===== src/shared/pfp_map.svh =====
// Constants of the parallel flash programming port.
// Notes on behaviour
// - One lock bit: block table reads into code, latch access pin, refuse programming.
// - Two lock bits: level-two protection plus verify reads of code refused.
// - Three lock bits: level-three protection plus external execution forbidden.
// - With first lock bit, access pin latched at reset; latch must match live pin.
// - Code array programmed byte by byte; each write self-timed, about 50 us.
// - During a write, reading the last address returns inverted bit 7.
// - After the write true data returns; polling may start any time.
// - Ready output goes low after strobe rises, high when write finishes.
// - Without lower lock bits, code bytes are returned for verification.
// - Lock-read mode reports the three lock bits on data lines 2, 3, 4.
// - Verify read with lines 3.6, 3.7 low returns three signature bytes.
// - Address bit 14 on 3.4, bits 13-8 on 2.5-0, bits 7-0 on 1.7-0.
// - A self-timed byte write finishes within 80 us.
`ifndef PFP_MAP_SVH
`define PFP_MAP_SVH

// ============================================================
// Timing
`define PFP_CLK_PERIOD_NS 100
`define PFP_WRITE_TIME_NS 50000
`define PFP_WRITE_MAX_NS 80000
`define PFP_WRITE_CYCLES (`PFP_WRITE_TIME_NS / `PFP_CLK_PERIOD_NS)

// ============================================================
// Mode pin patterns, ordered {p2_6, p2_7, p3_3, p3_6, p3_7}
`define PFP_PAT_WR_CODE 5'h0F
`define PFP_PAT_RD_CODE 5'h03
`define PFP_PAT_WR_LOCK1 5'h1F
`define PFP_PAT_WR_LOCK2 5'h1C
`define PFP_PAT_WR_LOCK3 5'h16
`define PFP_PAT_RD_LOCK 5'h1A
`define PFP_PAT_ERASE 5'h14
`define PFP_PAT_RD_SIG 5'h00

// ============================================================
// Data port field positions and values
`define PFP_LOCK_READ_LSB 2
`define PFP_POLL_BIT 7
`define PFP_DATA_IDLE 8'hFF
`define PFP_SIG_LOW_ADDR 8'h00
`define PFP_SIG_SEL_0 2'h0
`define PFP_SIG_SEL_1 2'h1
`define PFP_SIG_SEL_2 2'h2

// ============================================================
// Lock levels
`define PFP_LEVEL_TABLE 3'h2
`define PFP_LEVEL_VERIFY 3'h3
`define PFP_LEVEL_EXEC 3'h4

`endif


===== src/shared/pfp_pkg.sv =====
// Types of the parallel flash programming port.
package pfp_pkg;

  // Mode pins as sampled from the port.
  typedef struct packed {
    logic p2_6;
    logic p2_7;
    logic p3_3;
    logic p3_6;
    logic p3_7;
  } pfp_mode_pins_t;

  // Programming address as carried on the ports.
  typedef struct packed {
    logic a14;
    logic [5:0] a13_8;
    logic [7:0] a7_0;
  } pfp_addr_pins_t;

  // Request to the flash array macro.
  typedef struct packed {
    logic [14:0] addr;
    logic [7:0] wdata;
    logic we;
    logic erase;
  } pfp_flash_req_t;

  typedef enum logic [3:0] {
    MD_IDLE,
    MD_WR_CODE,
    MD_RD_CODE,
    MD_WR_LOCK1,
    MD_WR_LOCK2,
    MD_WR_LOCK3,
    MD_RD_LOCK,
    MD_ERASE,
    MD_RD_SIG
  } pfp_mode_t;

  // Whole state of the core.
  typedef struct packed {
    logic strobe_prev;
    logic [2:0] lock;
    logic ea_latch;
    logic [14:0] wr_addr;
    logic [7:0] wr_data;
    logic [2:0] pend_lock;
    logic ready;
    pfp_flash_req_t flash;
    logic [7:0] dout;
    logic dout_oe;
    logic table_block;
    logic exec_block;
    logic ea_eff;
    logic ea_mismatch;
  } pfp_core_state_t;

endpackage : pfp_pkg


===== src/core/pfp_write_timer.sv =====
// Self-timing counter for one byte or lock bit write.
`timescale 1ns/100ps
`include "pfp_map.svh"
module pfp_write_timer #(
  parameter int unsigned CYCLES = `PFP_WRITE_CYCLES
) (
  // Clock and reset
  input wire logic i_clk,
  input wire logic i_reset,
  input wire logic i_clk_en,
  // Control
  input wire logic i_start,
  // Status
  output logic o_busy,
  output logic o_done
);

  localparam int unsigned CW = $clog2(CYCLES + 1);

  typedef struct packed {
    logic busy;
    logic [CW-1:0] count;
  } pfp_timer_state_t;

  pfp_timer_state_t st_r;
  pfp_timer_state_t st_nxt;

  // ============================================================
  // Countdown
  always_comb begin
    st_nxt = st_r;
    if (!st_r.busy) begin
      if (i_start) begin
        st_nxt.busy = 1'b1;
        st_nxt.count = CW'(CYCLES);
      end
    end else if (st_r.count == CW'(1)) begin
      st_nxt.busy = 1'b0;
      st_nxt.count = '0;
    end else begin
      st_nxt.count = st_r.count - CW'(1);
    end
  end

  always_ff @(posedge i_clk or posedge i_reset) begin
    if (i_reset) begin
      st_r <= '0;
    end else if (i_clk_en) begin
      st_r <= st_nxt;
    end
  end

  assign o_busy = st_r.busy;
  assign o_done = st_r.busy && (st_r.count == CW'(1));

endmodule : pfp_write_timer


===== src/core/pfp_prog_port.sv =====
// Parallel programming and verification port of the on-chip code flash.
`timescale 1ns/100ps
`include "pfp_map.svh"
module pfp_prog_port
  import pfp_pkg::*;
#(
  parameter int unsigned WRITE_CYCLES = `PFP_WRITE_CYCLES,
  parameter logic [7:0] SIG_BYTE_0 = 8'hA5, // Arbitrary value.
  parameter logic [7:0] SIG_BYTE_1 = 8'h5A, // Arbitrary value.
  parameter logic [7:0] SIG_BYTE_2 = 8'hC3  // Arbitrary value.
) (
  // Clock and reset
  input wire logic I_REF_CLK,
  input wire logic I_RESET,
  input wire logic I_CLK_EN,

  // Device reset pin and program memory control
  input wire logic I_RST_PIN,
  input wire logic I_CODE_FETCH_STROBE_PIN_N,
  input wire logic I_ADDRESS_LATCH_WRITE_STROBE_PIN_N,
  input wire logic I_EXTERNAL_ACCESS_PROGRAM_VOLTAGE_PIN_N,
  input wire logic I_PROGRAM_VOLTAGE_HIGH,

  // Mode, address and data pins
  input wire pfp_mode_pins_t I_MODE_PINS,
  input wire pfp_addr_pins_t I_ADDR_PINS,
  input wire logic [7:0] I_DATA,
  output logic [7:0] O_DATA,
  output logic O_DATA_OE,

  // Progress
  output logic O_WRITE_DONE_INDICATOR,

  // Flash array macro
  output pfp_flash_req_t O_FLASH_REQ,
  input wire logic [7:0] I_FLASH_RDATA,

  // Protection state toward the core
  output logic [2:0] O_LOCK_BITS,
  output logic O_CODE_TABLE_READ_BLOCK,
  output logic O_EXTERNAL_EXEC_BLOCK,
  output logic O_EXTERNAL_ACCESS_EFFECTIVE,
  output logic O_EXTERNAL_ACCESS_MISMATCH
);

  // ============================================================
  // Helpers

  // Mode decode; any pattern outside the table means no mode.
  function automatic pfp_mode_t decode_mode(input pfp_mode_pins_t pins);
    pfp_mode_t md;
    md = MD_IDLE;
    unique case (pins)
      `PFP_PAT_WR_CODE: md = MD_WR_CODE;
      `PFP_PAT_RD_CODE: md = MD_RD_CODE;
      `PFP_PAT_WR_LOCK1: md = MD_WR_LOCK1;
      `PFP_PAT_WR_LOCK2: md = MD_WR_LOCK2;
      `PFP_PAT_WR_LOCK3: md = MD_WR_LOCK3;
      `PFP_PAT_RD_LOCK: md = MD_RD_LOCK;
      `PFP_PAT_ERASE: md = MD_ERASE;
      `PFP_PAT_RD_SIG: md = MD_RD_SIG;
      default: md = MD_IDLE;
    endcase
    return md;
  endfunction : decode_mode

  // Protection level from the three lock bits, 1 to 4.
  function automatic logic [2:0] lock_level(input logic [2:0] lk);
    logic [2:0] lv;
    lv = 3'h1;
    if (lk[0]) begin
      lv = `PFP_LEVEL_TABLE;
      if (lk[1]) begin
        lv = `PFP_LEVEL_VERIFY;
        if (lk[2]) begin
          lv = `PFP_LEVEL_EXEC;
        end
      end
    end
    return lv;
  endfunction : lock_level

  // Programming address assembled from the three port groups.
  function automatic logic [14:0] pin_addr(input pfp_addr_pins_t ap);
    return {ap.a14, ap.a13_8, ap.a7_0};
  endfunction : pin_addr

  // ============================================================
  // State

  pfp_core_state_t st_r;
  pfp_core_state_t st_nxt;

  logic timer_start;
  logic timer_busy;
  logic timer_done;

  pfp_mode_t mode;
  logic prog_active;
  logic strobe_rise;
  logic [2:0] level;
  logic [14:0] addr_now;

  // ============================================================
  // Write timer

  pfp_write_timer #(
    .CYCLES(WRITE_CYCLES)
  ) u_timer (
    .i_clk(I_REF_CLK),
    .i_reset(I_RESET),
    .i_clk_en(I_CLK_EN),
    .i_start(timer_start),
    .o_busy(timer_busy),
    .o_done(timer_done)
  );

  // ============================================================
  // Decode

  assign prog_active = I_RST_PIN && !I_CODE_FETCH_STROBE_PIN_N;
  assign mode = prog_active ? decode_mode(I_MODE_PINS) : MD_IDLE;
  assign level = lock_level(st_r.lock);
  assign addr_now = pin_addr(I_ADDR_PINS);

  // The write starts when the strobe returns high after its low pulse.
  assign strobe_rise = !st_r.strobe_prev && I_ADDRESS_LATCH_WRITE_STROBE_PIN_N;

  // ============================================================
  // Next state

  always_comb begin
    st_nxt = st_r;
    timer_start = 1'b0;
    st_nxt.strobe_prev = I_ADDRESS_LATCH_WRITE_STROBE_PIN_N;
    st_nxt.flash.we = 1'b0;
    st_nxt.flash.erase = 1'b0;

    // Access pin sampled while the reset pin is held outside programming mode.
    if (I_RST_PIN && !prog_active) begin
      st_nxt.ea_latch = I_EXTERNAL_ACCESS_PROGRAM_VOLTAGE_PIN_N;
    end

    // Strobe handling; strobes during a busy write are dropped.
    if (strobe_rise && I_PROGRAM_VOLTAGE_HIGH && !timer_busy) begin
      unique case (mode)
        MD_WR_CODE: begin
          if (level < `PFP_LEVEL_TABLE) begin
            timer_start = 1'b1;
            st_nxt.ready = 1'b0;
            st_nxt.wr_addr = addr_now;
            st_nxt.wr_data = I_DATA;
            st_nxt.pend_lock = 3'h0;
          end
        end
        MD_WR_LOCK1: begin
          timer_start = 1'b1;
          st_nxt.ready = 1'b0;
          st_nxt.pend_lock = 3'h1;
        end
        MD_WR_LOCK2: begin
          timer_start = 1'b1;
          st_nxt.ready = 1'b0;
          st_nxt.pend_lock = 3'h2;
        end
        MD_WR_LOCK3: begin
          timer_start = 1'b1;
          st_nxt.ready = 1'b0;
          st_nxt.pend_lock = 3'h4;
        end
        MD_ERASE: begin
          st_nxt.flash.erase = 1'b1;
          st_nxt.lock = 3'h0;
        end
        default: begin
          st_nxt.pend_lock = st_r.pend_lock;
        end
      endcase
    end

    // End of the self-timed write.
    if (timer_done) begin
      st_nxt.ready = 1'b1;
      if (st_r.pend_lock == 3'h0) begin
        st_nxt.flash.we = 1'b1;
        st_nxt.flash.wdata = st_r.wr_data;
      end else begin
        st_nxt.lock = st_r.lock | st_r.pend_lock;
      end
      st_nxt.pend_lock = 3'h0;
    end

    // Array address: the write address while busy, else the pins.
    if (timer_busy && !timer_done) begin
      st_nxt.flash.addr = st_r.wr_addr;
    end else if (timer_done) begin
      st_nxt.flash.addr = st_r.wr_addr;
    end else begin
      st_nxt.flash.addr = addr_now;
    end

    // Data port readback.
    st_nxt.dout = `PFP_DATA_IDLE;
    st_nxt.dout_oe = 1'b0;
    unique case (mode)
      MD_RD_CODE: begin
        if (level < `PFP_LEVEL_VERIFY) begin
          st_nxt.dout_oe = 1'b1;
          if (timer_busy && !timer_done && addr_now == st_r.wr_addr) begin
            st_nxt.dout = st_r.wr_data;
            st_nxt.dout[`PFP_POLL_BIT] = !st_r.wr_data[`PFP_POLL_BIT];
          end else if (timer_done && st_r.pend_lock == 3'h0 && addr_now == st_r.wr_addr) begin
            // True byte from the moment ready rises, before the array holds it.
            st_nxt.dout = st_r.wr_data;
          end else if (st_r.flash.we && addr_now == st_r.flash.addr) begin
            st_nxt.dout = st_r.flash.wdata;
          end else begin
            st_nxt.dout = I_FLASH_RDATA;
          end
        end
      end
      MD_RD_LOCK: begin
        st_nxt.dout = 8'h00;
        st_nxt.dout[`PFP_LOCK_READ_LSB +: 3] = st_r.lock;
        st_nxt.dout_oe = 1'b1;
      end
      MD_RD_SIG: begin
        st_nxt.dout_oe = 1'b1;
        if (I_ADDR_PINS.a7_0 == `PFP_SIG_LOW_ADDR && I_ADDR_PINS.a13_8[3:2] == 2'h0) begin
          unique case (I_ADDR_PINS.a13_8[1:0])
            `PFP_SIG_SEL_0: st_nxt.dout = SIG_BYTE_0;
            `PFP_SIG_SEL_1: st_nxt.dout = SIG_BYTE_1;
            `PFP_SIG_SEL_2: st_nxt.dout = SIG_BYTE_2;
            default: st_nxt.dout = `PFP_DATA_IDLE;
          endcase
        end
      end
      default: begin
        st_nxt.dout_oe = 1'b0;
      end
    endcase

    // Protection outputs toward the core.
    st_nxt.table_block = level >= `PFP_LEVEL_TABLE;
    st_nxt.exec_block = level >= `PFP_LEVEL_EXEC;
    st_nxt.ea_eff = st_r.lock[0] ? st_r.ea_latch : I_EXTERNAL_ACCESS_PROGRAM_VOLTAGE_PIN_N;
    st_nxt.ea_mismatch = st_r.lock[0] &&
                         (st_r.ea_latch != I_EXTERNAL_ACCESS_PROGRAM_VOLTAGE_PIN_N);
  end

  // ============================================================
  // Registers

  always_ff @(posedge I_REF_CLK or posedge I_RESET) begin
    if (I_RESET) begin
      st_r <= '0;
      st_r.strobe_prev <= 1'b1;
      st_r.ready <= 1'b1;
      st_r.dout <= `PFP_DATA_IDLE;
    end else if (I_CLK_EN) begin
      st_r <= st_nxt;
    end
  end

  // ============================================================
  // Outputs

  assign O_DATA = st_r.dout;
  assign O_DATA_OE = st_r.dout_oe;
  assign O_WRITE_DONE_INDICATOR = st_r.ready;
  assign O_FLASH_REQ = st_r.flash;
  assign O_LOCK_BITS = st_r.lock;
  assign O_CODE_TABLE_READ_BLOCK = st_r.table_block;
  assign O_EXTERNAL_EXEC_BLOCK = st_r.exec_block;
  assign O_EXTERNAL_ACCESS_EFFECTIVE = st_r.ea_eff;
  assign O_EXTERNAL_ACCESS_MISMATCH = st_r.ea_mismatch;

endmodule : pfp_prog_port


===== config.mk =====
export PLATFORM = sky130hd
export DESIGN_NAME = pfp_prog_port
export DESIGN_NICKNAME = d
export VERILOG_FILES = /design/src/shared/pfp_pkg.sv /design/src/core/pfp_write_timer.sv /design/src/core/pfp_prog_port.sv
export VERILOG_INCLUDE_DIRS = /design/src /design/src/shared
export SDC_FILE = /design/constraint.sdc
export NUM_CORES = 1
export LEC_CHECK = 0
export BUFFER_PORTS_ARGS = -buffer_cell sky130_fd_sc_hd__buf_2
export CAP_MARGIN = 15
export CELL_PAD_IN_SITES_DETAIL_PLACEMENT = 1
export CELL_PAD_IN_SITES_GLOBAL_PLACEMENT = 1
export CORE_ASPECT_RATIO = 0.9
export CORE_MARGIN = 5
export CORE_UTILIZATION = 40
export DETAILED_ROUTE_END_ITERATION = 10
export MAX_ROUTING_LAYER = met4
export PLACE_DENSITY = 0.75
export SYNTH_ARGS = -nofsm -noshare
export SYNTH_HDL_FRONTEND = slang
export SYNTH_SLANG_ARGS = --single-unit
export TNS_END_PERCENT = 50

===== constraint.sdc =====
create_clock -name I_REF_CLK -period 2 [get_ports I_REF_CLK]
set_input_delay 0.2 -clock I_REF_CLK [delete_from_list [all_inputs] [get_ports I_REF_CLK]]
set_output_delay 0.2 -clock I_REF_CLK [all_outputs]
set_load 0.01 [all_outputs]

==> results.ini, run 1 <==
[floorplan]
io_pins = 86
initial_core_util_pct = 41.0
dieWidth_um = 124
die_area_sq_mm = 0.0140
die_h_um = 113
core_area_sq_mm = 0.0115
num_rows = 37

[worst_setup_path]
required_ns = 2.27
critPathBufInv = 1
critical_path.top_delay_family = simple AND/OR/NAND/NOR gates
worst-path-max-fanout = 8
crit_type = reg2reg
cp_data_arrival_time_ns = 2.23
crit_chain = xnor2_1 -> nand4_1 -> nor4_4 -> buf_12 -> mux2i_4 -> a2bb2oi_2 -> o221a_2
cp_slowest_cell = dfrtp_1
end_kind = flop
slowest_delay_ns = 0.40
crit_path_start_kind = flop

[clock_tree]
clk_pin_slew_worst_paths_ns = 0.06
clkLatencyLatePin_ns = 0.34
tritoncts = built
cts_inserted_buffers = 9
clock-sinks = 80
htreeDepth = 3
clockRootBuffer = clkbuf_16
cts_buffer_depth = 2

[placed_design]
port_buffers = 85
dp_hpwl_um = 9600
place_congestion = 0.789

[yosys]
synth-seq-area-share_pct = 42.8
yosysTopAreaCellShare_pct = 37.2
synth_cell_types = 58
synth_top_area_cell = dfrtp_1
synthFlopType = dfrtp_1
synth_area_per_cell_sq_um = 10.6
synthMuxAreaShare_pct = 14.8
syn_nets = 495
ys_warn_count = 0
synth_compound_area_share_pct = 11.1
synth.cell_area_sq_mm = 0.00471
synth_top_family_by_area = simple AND/OR/NAND/NOR gates
yosys.area_share.simple_pct = 15.0
synth_edf_count = 0
synth-adder-area-share_pct = 1.59
synth.area.top_cells = dfrtp_1, mux2_4, buf_4
ys_ff_latch = 80
async_flop_share_pct = 100
synthCells = 445
yosys.area_share.xor_xnor_pct = 5.95

[grt]
grt_usage_pct = 19.4
grt_max_degree = 37
grt_pass1_wl_um = 21500
antenna_found_initial = 0
grt_pass1_vias = 4096
grt-ovfl-total = 0

[layout]
antenna_cells = 0
post-route-util_pct = 50.1
layout.nets = 583
drive_above_1_share_pct = 39.0
area.growth.synth_to_final_pct = 22.2

[drt]
num_vias = 3654
totalWireLength_um = 12900
remaining_drc_errors = 0
routed_via_density = 5.27
wl_per_cell_um = 18.5
first_pass_iters = 4
ant_nets = 0
drt_iter0_drc = 195

[timing]
min_period_ns = 1.96
setup_viol = 0
skew_ns = 0.00742
slew_headroom_pct = 61.8
clock.fmax_ghz = 0.509
hold_viol = 0
fin_crit_sh_pct = 98.2
rsz0062_at_grt = true
drv_slew = 0
worst_pin_slew_ns = 0.572

[worst_hold_path]
hp-class = in2reg

[power]
p_leak_uw = 0.00260
power_density_mw_per_mm2 = 817
ir_drop_mv = 0.296
finalPower_uw = 4700

[status]
status = finished clean

[run]
maxCapViolCount = 0

## stage by stage
stage / hold WS (ns) / worst slack, ns / std cells / cell area (sq um) / setup TNS (ns)
after detailed placement: 0.284 / -0.102 / 675 / 5330 / -0.980
after CTS: 0.0863 / 0.00721 / 692 / 5690 / 0
after global routing: 0.0912 / -0.0585 / 694 / 5760 / -0.183
after floorplan: 0.348 / 0.0183 / 445 / 4710 / 0
final: 0.0995 / 0.0359 / 694 / 5760 / 0
after global placement: 0.287 / -0.00409 / 675 / 5330 / -0.00409
## cell usage in the layout (no fill, tap or decap), types with 3 or more instances in the layout
master	n
buf_2	85
dfrtp_1	70
buf_4	41
nand2_1	28
xnor2_1	27
nor2_1	26
a21oi_1	26
mux2i_1	23
nand3_1	20
mux2_4	20
mux2_2	14
nor3_1	11
nand4_1	11
dfstp_2	10
inv_1	10
o21ai_0	9
clkbuf_16	9
ha_1	6
o2bb2ai_1	5
nand2b_1	5
a2bb2oi_1	5
and2_1	4
xnor2_2	4
a21o_1	4
clkbuf_8	4
a31oi_1	3
nor4_2	3
or3_1	3
o221a_1	3
buf_12	3
## power by group
part	switching [uW]	total [uW]	internal [uW]	leakage [uW]
combinational	525	1000	480	0.00142
clock	647	1750	1100	0.000159
sequential	161	1950	1790	0.00102
total	1330	4700	3370	0.00260
## path summary, 6_finish.rpt
path	from	endpoint	slack (ns)	cells past startpoint
max in group asynchronous	I_RESET	O_DATA[3]$_DFFE_PP1P_	0.90	4
min in group asynchronous	I_RESET	st_r[58]$_DFFE_PP0P_	0.47	3
max reg2reg	O_FLASH_REQ[22]$_DFFE_PP0P_	O_DATA[5]$_DFFE_PP1P_	0.04	7
min	I_DATA[2]	st_r[44]$_DFFE_PP0P_	0.1	2
min reg2reg	O_WRITE_DONE_INDICATOR$_DFFE_PP1P_	O_WRITE_DONE_INDICATOR$_DFFE_PP1P_	0.47	2
max	O_FLASH_REQ[22]$_DFFE_PP0P_	O_DATA[5]$_DFFE_PP1P_	0.04	7
## logic make-up (layout without fill, tap and decap cells)
logic type / Yosys count / count (layout)
buf+inv: 66 / 159
compound gates: 75 / 75
fa+ha+maj: 6 / 6
xor+xnor: 32 / 32
flops: 80 / 80
mux: 58 / 58
simple gates: 128 / 128
## cell usage after synthesis, drive strengths merged, types with 3 or more instances
cell / n
xnor2: 31
nand2b: 6
a21oi: 26
mux2: 34
and2: 4
a21o: 4
a31oi: 3
o221a: 5
nor3: 11
dfrtp: 70
clkbuf: 8
o21ai: 11
ha: 6
mux2i: 24
or3: 3
nor2: 26
dfstp: 10
inv: 11
buf: 47
nand4: 11
o2bb2ai: 5
nand2: 28
nor4: 5
a2bb2oi: 6
nand3: 20
## state kept, by name, indices dropped and copies added (netlist names)
signal,flops
st_r,28
O_FLASH_REQ,25
u_timer.st_r,9
O_DATA,8
O_LOCK_BITS,3
O_CODE_TABLE_READ_BLOCK,1
O_DATA_OE,1
O_EXTERNAL_ACCESS_EFFECTIVE,1
O_EXTERNAL_ACCESS_MISMATCH,1
O_EXTERNAL_EXEC_BLOCK,1
O_WRITE_DONE_INDICATOR,1
u_timer.o_busy,1
## layout make-up
class | instances | area, sq um
Tap cell | 156 | 195
Clock inverter | 2 | 35.0
Inverter | 11 | 45.0
Fill cell | 1303 | 5720
Timing Repair Buffer | 132 | 830
Clock buffer | 14 | 284
Multi-Input combinational cell | 299 | 2350
Sequential cell | 80 | 2010
## metal layers
layer / global-route usage, % / vias up / part of all wire (%)
met5: - / - / 0
met4: 7.16 / 0 / 2.0
met3: 3.82 / 22 / 3.4
met2: 31.4 / 73 / 48
met1: 24.3 / 1829 / 46
li1: - / 1730 / -
## repair_timing
| action | 4_1_cts | 5_1_grt |
|---|---|---|
| cloned | 0 | 0 |
| setup buffers | 0 | 2 |
| gates resized for setup | 4 | 10 |
| hold endpoints to repair | 18 | 0 |
| endpoints found under the setup margin | 15 | 10 |
| hold buffers | 1 | 0 |
| pin swaps | 2 | 8 |
(Power assumes the default switching activity.)
==> run 2, diff against run 1 <==
--- a/config.mk
+++ b/config.mk
@@ -15,7 +15,8 @@
 export CORE_UTILIZATION = 40
 export DETAILED_ROUTE_END_ITERATION = 10
 export MAX_ROUTING_LAYER = met4
-export PLACE_DENSITY = 0.75
+export PLACE_DENSITY = 0.74
+export RECOVER_POWER = 50
 export SYNTH_ARGS = -nofsm -noshare
 export SYNTH_HDL_FRONTEND = slang
 export SYNTH_SLANG_ARGS = --single-unit
==> run 2 against run 1 <==
The run now ends with negative setup slack left. Flip-flop and latch count stayed put. Critical path type unchanged. Highest routed layer unchanged. Register-to-register slack lost 0.06 ns. First-iteration DRC count is 8.2% higher. Non-clock buffer count decreased by 3. Wire length fell by 2.2%. Worst hold slack worse by 0.019 ns.
==> results.ini, run 2 (synthesis gave the netlist of run 1 again) <==
[layout]
layout_commonest_cell = buf_2  ; unchanged
drive_above_1_share_pct = 37.4  ; was 39.0%
area.growth.synth_to_final_pct = 20.6  ; was 22.2%
layout.nets = 580  ; was 583
post-route-util_pct = 49.5  ; was 50.1%
layout_common_cells = buf_2, dfrtp_1, buf_4  ; unchanged
fillers = 1308  ; was 1303
regMostFlops = st_r  ; unchanged
largest_reg_flops = 28  ; unchanged
layout.cells.non_filler = 691  ; was 694
antenna_cells = 0  ; unchanged

[floorplan]
initial_core_util_pct = 41.0  ; unchanged
die_area_sq_mm = 0.0140  ; unchanged
core_area_sq_mm = 0.0115  ; unchanged
die_h_um = 113  ; unchanged
dieWidth_um = 124  ; unchanged
num_rows = 37  ; unchanged
io_pins = 86  ; unchanged

[worst_setup_path]
cp_data_arrival_time_ns = 2.30  ; was 2.23 ns
end_kind = flop  ; unchanged
slowest_delay_ns = 0.42  ; was 0.40 ns
crit_chain = xnor2_1 -> nand4_1 -> nor4_4 -> buf_12 -> mux2i_2 -> a2bb2oi_2 -> o221a_2  ; was xnor2_1 -> nand4_1 -> nor4_4 -> buf_12 -> mux2i_4 -> a2bb2oi_2 -> o221a_2
crit_path_start_kind = flop  ; unchanged
r2r-start = O_FLASH_REQ[18]$_DFFE_PP0P_  ; was O_FLASH_REQ[22]$_DFFE_PP0P_
cp_slowest_cell = dfrtp_1  ; unchanged
crit-reg2reg-capture = O_DATA[0]$_DFFE_PP1P_  ; was O_DATA[5]$_DFFE_PP1P_
crit_type = reg2reg  ; unchanged
reg2reg_depth = 7  ; unchanged
required_ns = 2.28  ; was 2.27 ns
rrSetupSlack_ns = -0.03  ; was 0.04 ns
worst-path-max-fanout = 8  ; unchanged

[placed_design]
dp_hpwl_um = 9140  ; was 9600 um
port_buffers = 85  ; unchanged
place_congestion = 0.767  ; was 0.789
dp_cells = 671  ; was 675

[timing]
skew_ns = 0.00975  ; was 0.00742 ns
slew_headroom_pct = 26.4  ; was 61.8%
rsz0062_at_grt = true  ; unchanged
whs_ns = 0.0806  ; was 0.0995 ns
fin_crit_sh_pct = 101  ; was 98.2%
worst_pin_slew_ns = 1.10  ; was 0.572 ns
drv_slew = 0  ; unchanged
hold_viol = 0  ; unchanged
setup_slack_ns = -0.0273  ; was 0.0359 ns
clock.fmax_ghz = 0.493  ; was 0.509 GHz
min_period_ns = 2.03  ; was 1.96 ns
setup_viol = 3  ; was 0

[clock_tree]
clkLatencyLatePin_ns = 0.35  ; was 0.34 ns
clk_pin_slew_worst_paths_ns = 0.07  ; was 0.06 ns
clockRootBuffer = clkbuf_16  ; unchanged
cts_buffer_depth = 2  ; unchanged
cts_inserted_buffers = 9  ; unchanged
clock-sinks = 80  ; unchanged
tritoncts = built  ; unchanged
htreeDepth = 3  ; unchanged

[worst_hold_path]
hp-class = in2reg  ; unchanged
min_from = I_DATA[4]  ; was I_DATA[2]
whs_endpoint = st_r[46]$_DFFE_PP0P_  ; was st_r[44]$_DFFE_PP0P_
hold_depth = 2  ; unchanged

[grt]
grt_pass1_wl_um = 20700  ; was 21500 um
grt_usage_pct = 18.6  ; was 19.4%
grt_pass1_vias = 3980  ; was 4096
antenna_found_initial = 0  ; unchanged
grt-ovfl-total = 0  ; unchanged
grt_max_degree = 81  ; was 37

[drt]
ant_nets = 0  ; unchanged
remaining_drc_errors = 0  ; unchanged
drt_iter0_drc = 211  ; was 195
first_pass_iters = 4  ; unchanged
totalWireLength_um = 12600  ; was 12900 um
routed_via_density = 5.24  ; was 5.27
num_vias = 3624  ; was 3654
wl_per_cell_um = 18.2  ; was 18.5 um

[power]
ir_drop_mv = 0.388  ; was 0.296 mV
finalPower_uw = 4610  ; was 4700 uW
power_density_mw_per_mm2 = 811  ; was 817 mW/mm^2
p_leak_uw = 0.00253  ; was 0.00260 uW

[status]
violations = negative setup slack
status = finished with violations  ; was finished clean

[run]
maxCapViolCount = 0  ; unchanged

-- run 2: cell count changes in the layout (fill, tap and decap cells not counted) --
cell        delta
clkbuf_1       +8
nor4_2         +1
mux2i_4        -1
buf_2          -7
inv_6          +2
clkinvlp_4     +2
clkbuf_4       +1
nor4_4         -1
mux2i_2        +2
buf_4          -4
mux2i_1        -1
buf_6          -1
clkbuf_8       -4
-- run 2: worst max-delay path: cells and delay by family, from the launching register on --
| kind | cells | cell delay, ns |
|---|---|---|
| DFF | 1 | 0.42 |
| muxes | 1 | 0.24 |
| AOI/OAI and AO/OA | 2 | 0.31 |
| and+or+nand+nor | 2 | 0.64 |
| buffers and inverters | 1 | 0.18 |
| xor gates and xnor gates | 1 | 0.17 |
-- run 2: area by class of cell --
type	count	area [sq um]	area share [%]
clock buffer	10	229	4.03
clock inverter	6	67.6	1.19
inverter	11	45.0	0.793
multi-input combinational	299	2340	41.2
sequential	80	2010	35.5
tap	156	195	3.44
timing repair buffer	129	791	13.9
-- run 2: worst max path at each step --
stage                                  end  slack (ns)  cells past startpoint                   startpoint
2_1_floorplan         st_r[42]$_DFFE_PP0P_        0.02                      8               I_MODE_PINS[3]
3_3_place_gp         O_DATA[0]$_DFFE_PP1P_       -0.06                      8         st_r[57]$_DFFE_PP0P_
3_5_place_dp         O_DATA[2]$_DFFE_PP1P_       -0.09                      8         st_r[57]$_DFFE_PP0P_
4_1_cts        u_timer.st_r[7]$_DFFE_PP0P_      0.0005                      6   u_timer.o_busy$_DFFE_PP0P_
5_1_grt              O_DATA[5]$_DFFE_PP1P_       -0.08                      7  O_FLASH_REQ[19]$_DFFE_PP0P_
6_report             O_DATA[0]$_DFFE_PP1P_       -0.03                      7  O_FLASH_REQ[18]$_DFFE_PP0P_
-- run 2: routing by layer --
metal  wire length, um  vias to the layer above  global-route usage (%)
met2              6130                       69                    30.5
met4               197                        0                    6.28
met5                 0                        -                       -
li1                  -                     1730                       -
met1              5770                     1809                    23.0
met3               479                       16                    4.15
-- run 2: repair_timing --
action | in CTS | in global routing
hold buffers | 1 | 0
endpoints found under the hold margin | 70 | 0
resized for setup | 4 | 8
pin swaps | 4 | 8
buffers inserted | 0 | 3
setup endpoints to repair | 8 | 9
-- run 2: report_power, final --
group	internal [uW]	leakage (uW)	switching, uW	total, uW
clock	974	0.000139	703	1680
sequential	1790	0.00102	142	1930
combinational	478	0.00138	526	1000
-- run 2: through the flow --
stage	TNS, ns	area (sq um)	worst slack, ns
after detailed placement	-0.561	5310	-0.0854
after CTS	0	5640	0.000454
after floorplan	0	4710	0.0183
final	-0.0399	5680	-0.0273
after global placement	-0.276	5310	-0.0617
after global routing	-0.431	5680	-0.0839
==> run 3, diff against run 2 <==
--- a/config.mk
+++ b/config.mk
@@ -12,10 +12,10 @@
 export CELL_PAD_IN_SITES_GLOBAL_PLACEMENT = 1
 export CORE_ASPECT_RATIO = 0.9
 export CORE_MARGIN = 5
-export CORE_UTILIZATION = 40
+export CORE_UTILIZATION = 44
 export DETAILED_ROUTE_END_ITERATION = 10
 export MAX_ROUTING_LAYER = met4
-export PLACE_DENSITY = 0.74
+export PLACE_DENSITY = 0.78
 export RECOVER_POWER = 50
 export SYNTH_ARGS = -nofsm -noshare
 export SYNTH_HDL_FRONTEND = slang
==> constraint.sdc (replaced) <==
create_clock -name I_REF_CLK -period 1.9 [get_ports I_REF_CLK]
set_input_delay 0.19 -clock I_REF_CLK [delete_from_list [all_inputs] [get_ports I_REF_CLK]]
set_output_delay 0.19 -clock I_REF_CLK [all_outputs]
set_load 0.01 [all_outputs]
==> run 3 against run 2 <==
Critical endpoint unchanged. The flow still finishes with violations (negative setup slack). Setup slack worse by 0.19 ns. Via count up 6.3%. Clock power up 5%. Final cell count down 0.43%.
==> results.ini, run 3 (synthesis gave the netlist of run 1 again) <==
[layout]
multi_input_area_sq_mm = 0.00239  ; was 0.00234 sq mm
drive_above_1_share_pct = 40.3  ; was 37.4%
regMostFlops = st_r  ; unchanged
layout_commonest_cell = buf_2  ; unchanged
area.growth.synth_to_final_pct = 25.0  ; was 20.6%
layout.nets = 604  ; was 580
antenna_cells = 0  ; unchanged
fin_area_sq_mm = 0.00589  ; was 0.00568 sq mm
largest_reg_flops = 28  ; unchanged
regArea_sq_mm = 0.00202  ; was 0.00201 sq mm
layout_common_cells = buf_2, dfrtp_1, buf_4  ; unchanged
fillers = 1159  ; was 1308

[worst_setup_path]
r2r-start = st_r[63]$_DFFE_PP0P_  ; was O_FLASH_REQ[18]$_DFFE_PP0P_
rrSetupSlack_ns = -0.22  ; was -0.03 ns
crit_path_start_kind = flop  ; unchanged
end_kind = flop  ; unchanged
worst-path-max-fanout = 7  ; was 8
cp_data_arrival_time_ns = 2.40  ; was 2.30 ns
crit_type = reg2reg  ; unchanged
reg2reg_depth = 8  ; was 7
required_ns = 2.18  ; was 2.28 ns
endpoint = O_DATA[0]$_DFFE_PP1P_  ; unchanged
critPathLaunch = st_r[63]$_DFFE_PP0P_  ; was O_FLASH_REQ[18]$_DFFE_PP0P_
crit-reg2reg-capture = O_DATA[0]$_DFFE_PP1P_  ; unchanged

[drt]
totalWireLength_um = 14000  ; was 12600 um
first_pass_iters = 4  ; unchanged
routed_via_density = 5.60  ; was 5.24
drt_iter0_drc = 222  ; was 211
ant_nets = 0  ; unchanged
remaining_drc_errors = 0  ; unchanged
num_vias = 3851  ; was 3624
wl_per_cell_um = 20.4  ; was 18.2 um

[timing]
slew_headroom_pct = 24.4  ; was 26.4%
clock.fmax_ghz = 0.473  ; was 0.493 GHz
drv_slew = 0  ; unchanged
min_period_ns = 2.12  ; was 2.03 ns
rsz0062_at_grt = true  ; unchanged
worst_pin_slew_ns = 1.13  ; was 1.10 ns
setup_slack_ns = -0.216  ; was -0.0273 ns
whs_ns = 0.0611  ; was 0.0806 ns
hold_viol = 0  ; unchanged
skew_ns = 0.0134  ; was 0.00975 ns
fin_crit_sh_pct = 111  ; was 101%
setup_viol = 8  ; was 3
final.setup.tns_ns = -1.25  ; was -0.0399 ns

[placed_design]
post-place-ws_ns = -0.314  ; was -0.0854 ns
place_area_sq_mm = 0.00539  ; was 0.00531 sq mm
place_congestion = 0.784  ; was 0.767
dp_hpwl_um = 9440  ; was 9140 um
port_buffers = 85  ; unchanged

[clock_tree]
clk_pin_slew_worst_paths_ns = 0.07  ; about the same
clkLatencyLatePin_ns = 0.36  ; was 0.35 ns
clockRootBuffer = clkbuf_16  ; unchanged
clock-sinks = 80  ; unchanged
cts_inserted_buffers = 9  ; unchanged
htreeDepth = 3  ; unchanged
cts_buffer_depth = 2  ; unchanged
tritoncts = built  ; unchanged

[floorplan]
die_area_sq_mm = 0.0129  ; was 0.0140 sq mm
initial_core_util_pct = 45.6  ; was 41.0%
io_pins = 86  ; unchanged
dieWidth_um = 119  ; was 124 um
num_rows = 35  ; was 37
core_area_sq_mm = 0.0103  ; was 0.0115 sq mm
die_h_um = 108  ; was 113 um

[grt]
grt_usage_pct = 22.3  ; was 18.6%
grt-ovfl-total = 0  ; unchanged
grt_pass1_vias = 4221  ; was 3980
antenna_found_initial = 0  ; unchanged
grt_max_degree = 81  ; unchanged
grt_pass1_wl_um = 22200  ; was 20700 um

[power]
ir_drop_mv = 0.437  ; was 0.388 mV
p_leak_uw = 0.00266  ; was 0.00253 uW
finalPower_uw = 4950  ; was 4610 uW
power_density_mw_per_mm2 = 840  ; was 811 mW/mm^2

[run]
maxCapViolCount = 0  ; unchanged

[status]
violations = negative setup slack  ; unchanged
status = finished with violations  ; unchanged

[worst_hold_path]
hp-class = in2reg  ; unchanged

-- run 3: cell types whose count changed in the layout (fill, tap and decap cells not counted), moves of 3 or more --
cell      change
clkbuf_1      +3
buf_4        +23
xnor2_1       -4
xnor2_2       +4
buf_2         -3
-- run 3: layout make-up --
| class | count | area share, % |
|---|---|---|
| timing repair buffer | 153 | 16.7 |
| sequential | 80 | 34.2 |
| tap | 129 | 2.74 |
| inverter | 11 | 0.765 |
| clock inverter | 6 | 1.15 |
| clock buffer | 10 | 3.89 |
| multi-input combinational | 299 | 40.6 |
-- run 3: repair_timing --
action,CTS,global route
hold buffers,1,0
gates resized for setup,10,9
pin swaps,6,7
cloned,0,1
endpoints found under the hold margin,70,0
buffers inserted,6,5
setup endpoints to repair,16,26
-- run 3: how the worst min path moves through the flow --
stage                     depth (start not counted)                           to      start
after floorplan                                   1         st_r[42]$_DFFE_PP0P_  I_DATA[0]
after global placement                            3  O_FLASH_REQ[10]$_DFFE_PP0P_    I_RESET
after detailed placement                          3  O_FLASH_REQ[10]$_DFFE_PP0P_    I_RESET
after CTS                                         2         st_r[46]$_DFFE_PP0P_  I_DATA[4]
after global routing                              2         st_r[46]$_DFFE_PP0P_  I_DATA[4]
final                                             2         st_r[47]$_DFFE_PP0P_  I_DATA[5]
-- run 3: through the flow --
stage | instances | util (%)
CTS | 682 | 56.3
finish | 688 | 57.0
detailed placement | 659 | 52.2
floorplan | 445 | -
global route | 688 | 57.0
global placement | 659 | 52.2
-- run 3: critical path: stages, from the launching register on --
cell and delay (ns):
dfrtp_1 0.42, xnor2_2 0.19, nand4_1 0.13, nor4_2 0.39, buf_4 0.21, nand4_1 0.14, buf_6 0.18, a2bb2oi_1 0.14
o221a_2 0.24
-- run 3: report_power, final --
group	internal (uW)	switching, uW	total, uW	leakage, uW
clock	1020	745	1770	0.000139
combinational	548	602	1150	0.00151
sequential	1880	151	2030	0.00102
total	3450	1500	4950	0.00266
-- run 3: metal layers --
metal / global-route usage, % / part of all wire [%] / vias up
li1: - / - / 1779
met1: 26.8 / 42 / 1948
met2: 38.9 / 52 / 101
met3: 4.03 / 4.6 / 23
met4: 6.29 / 1.9 / 0
met5: - / 0 / -
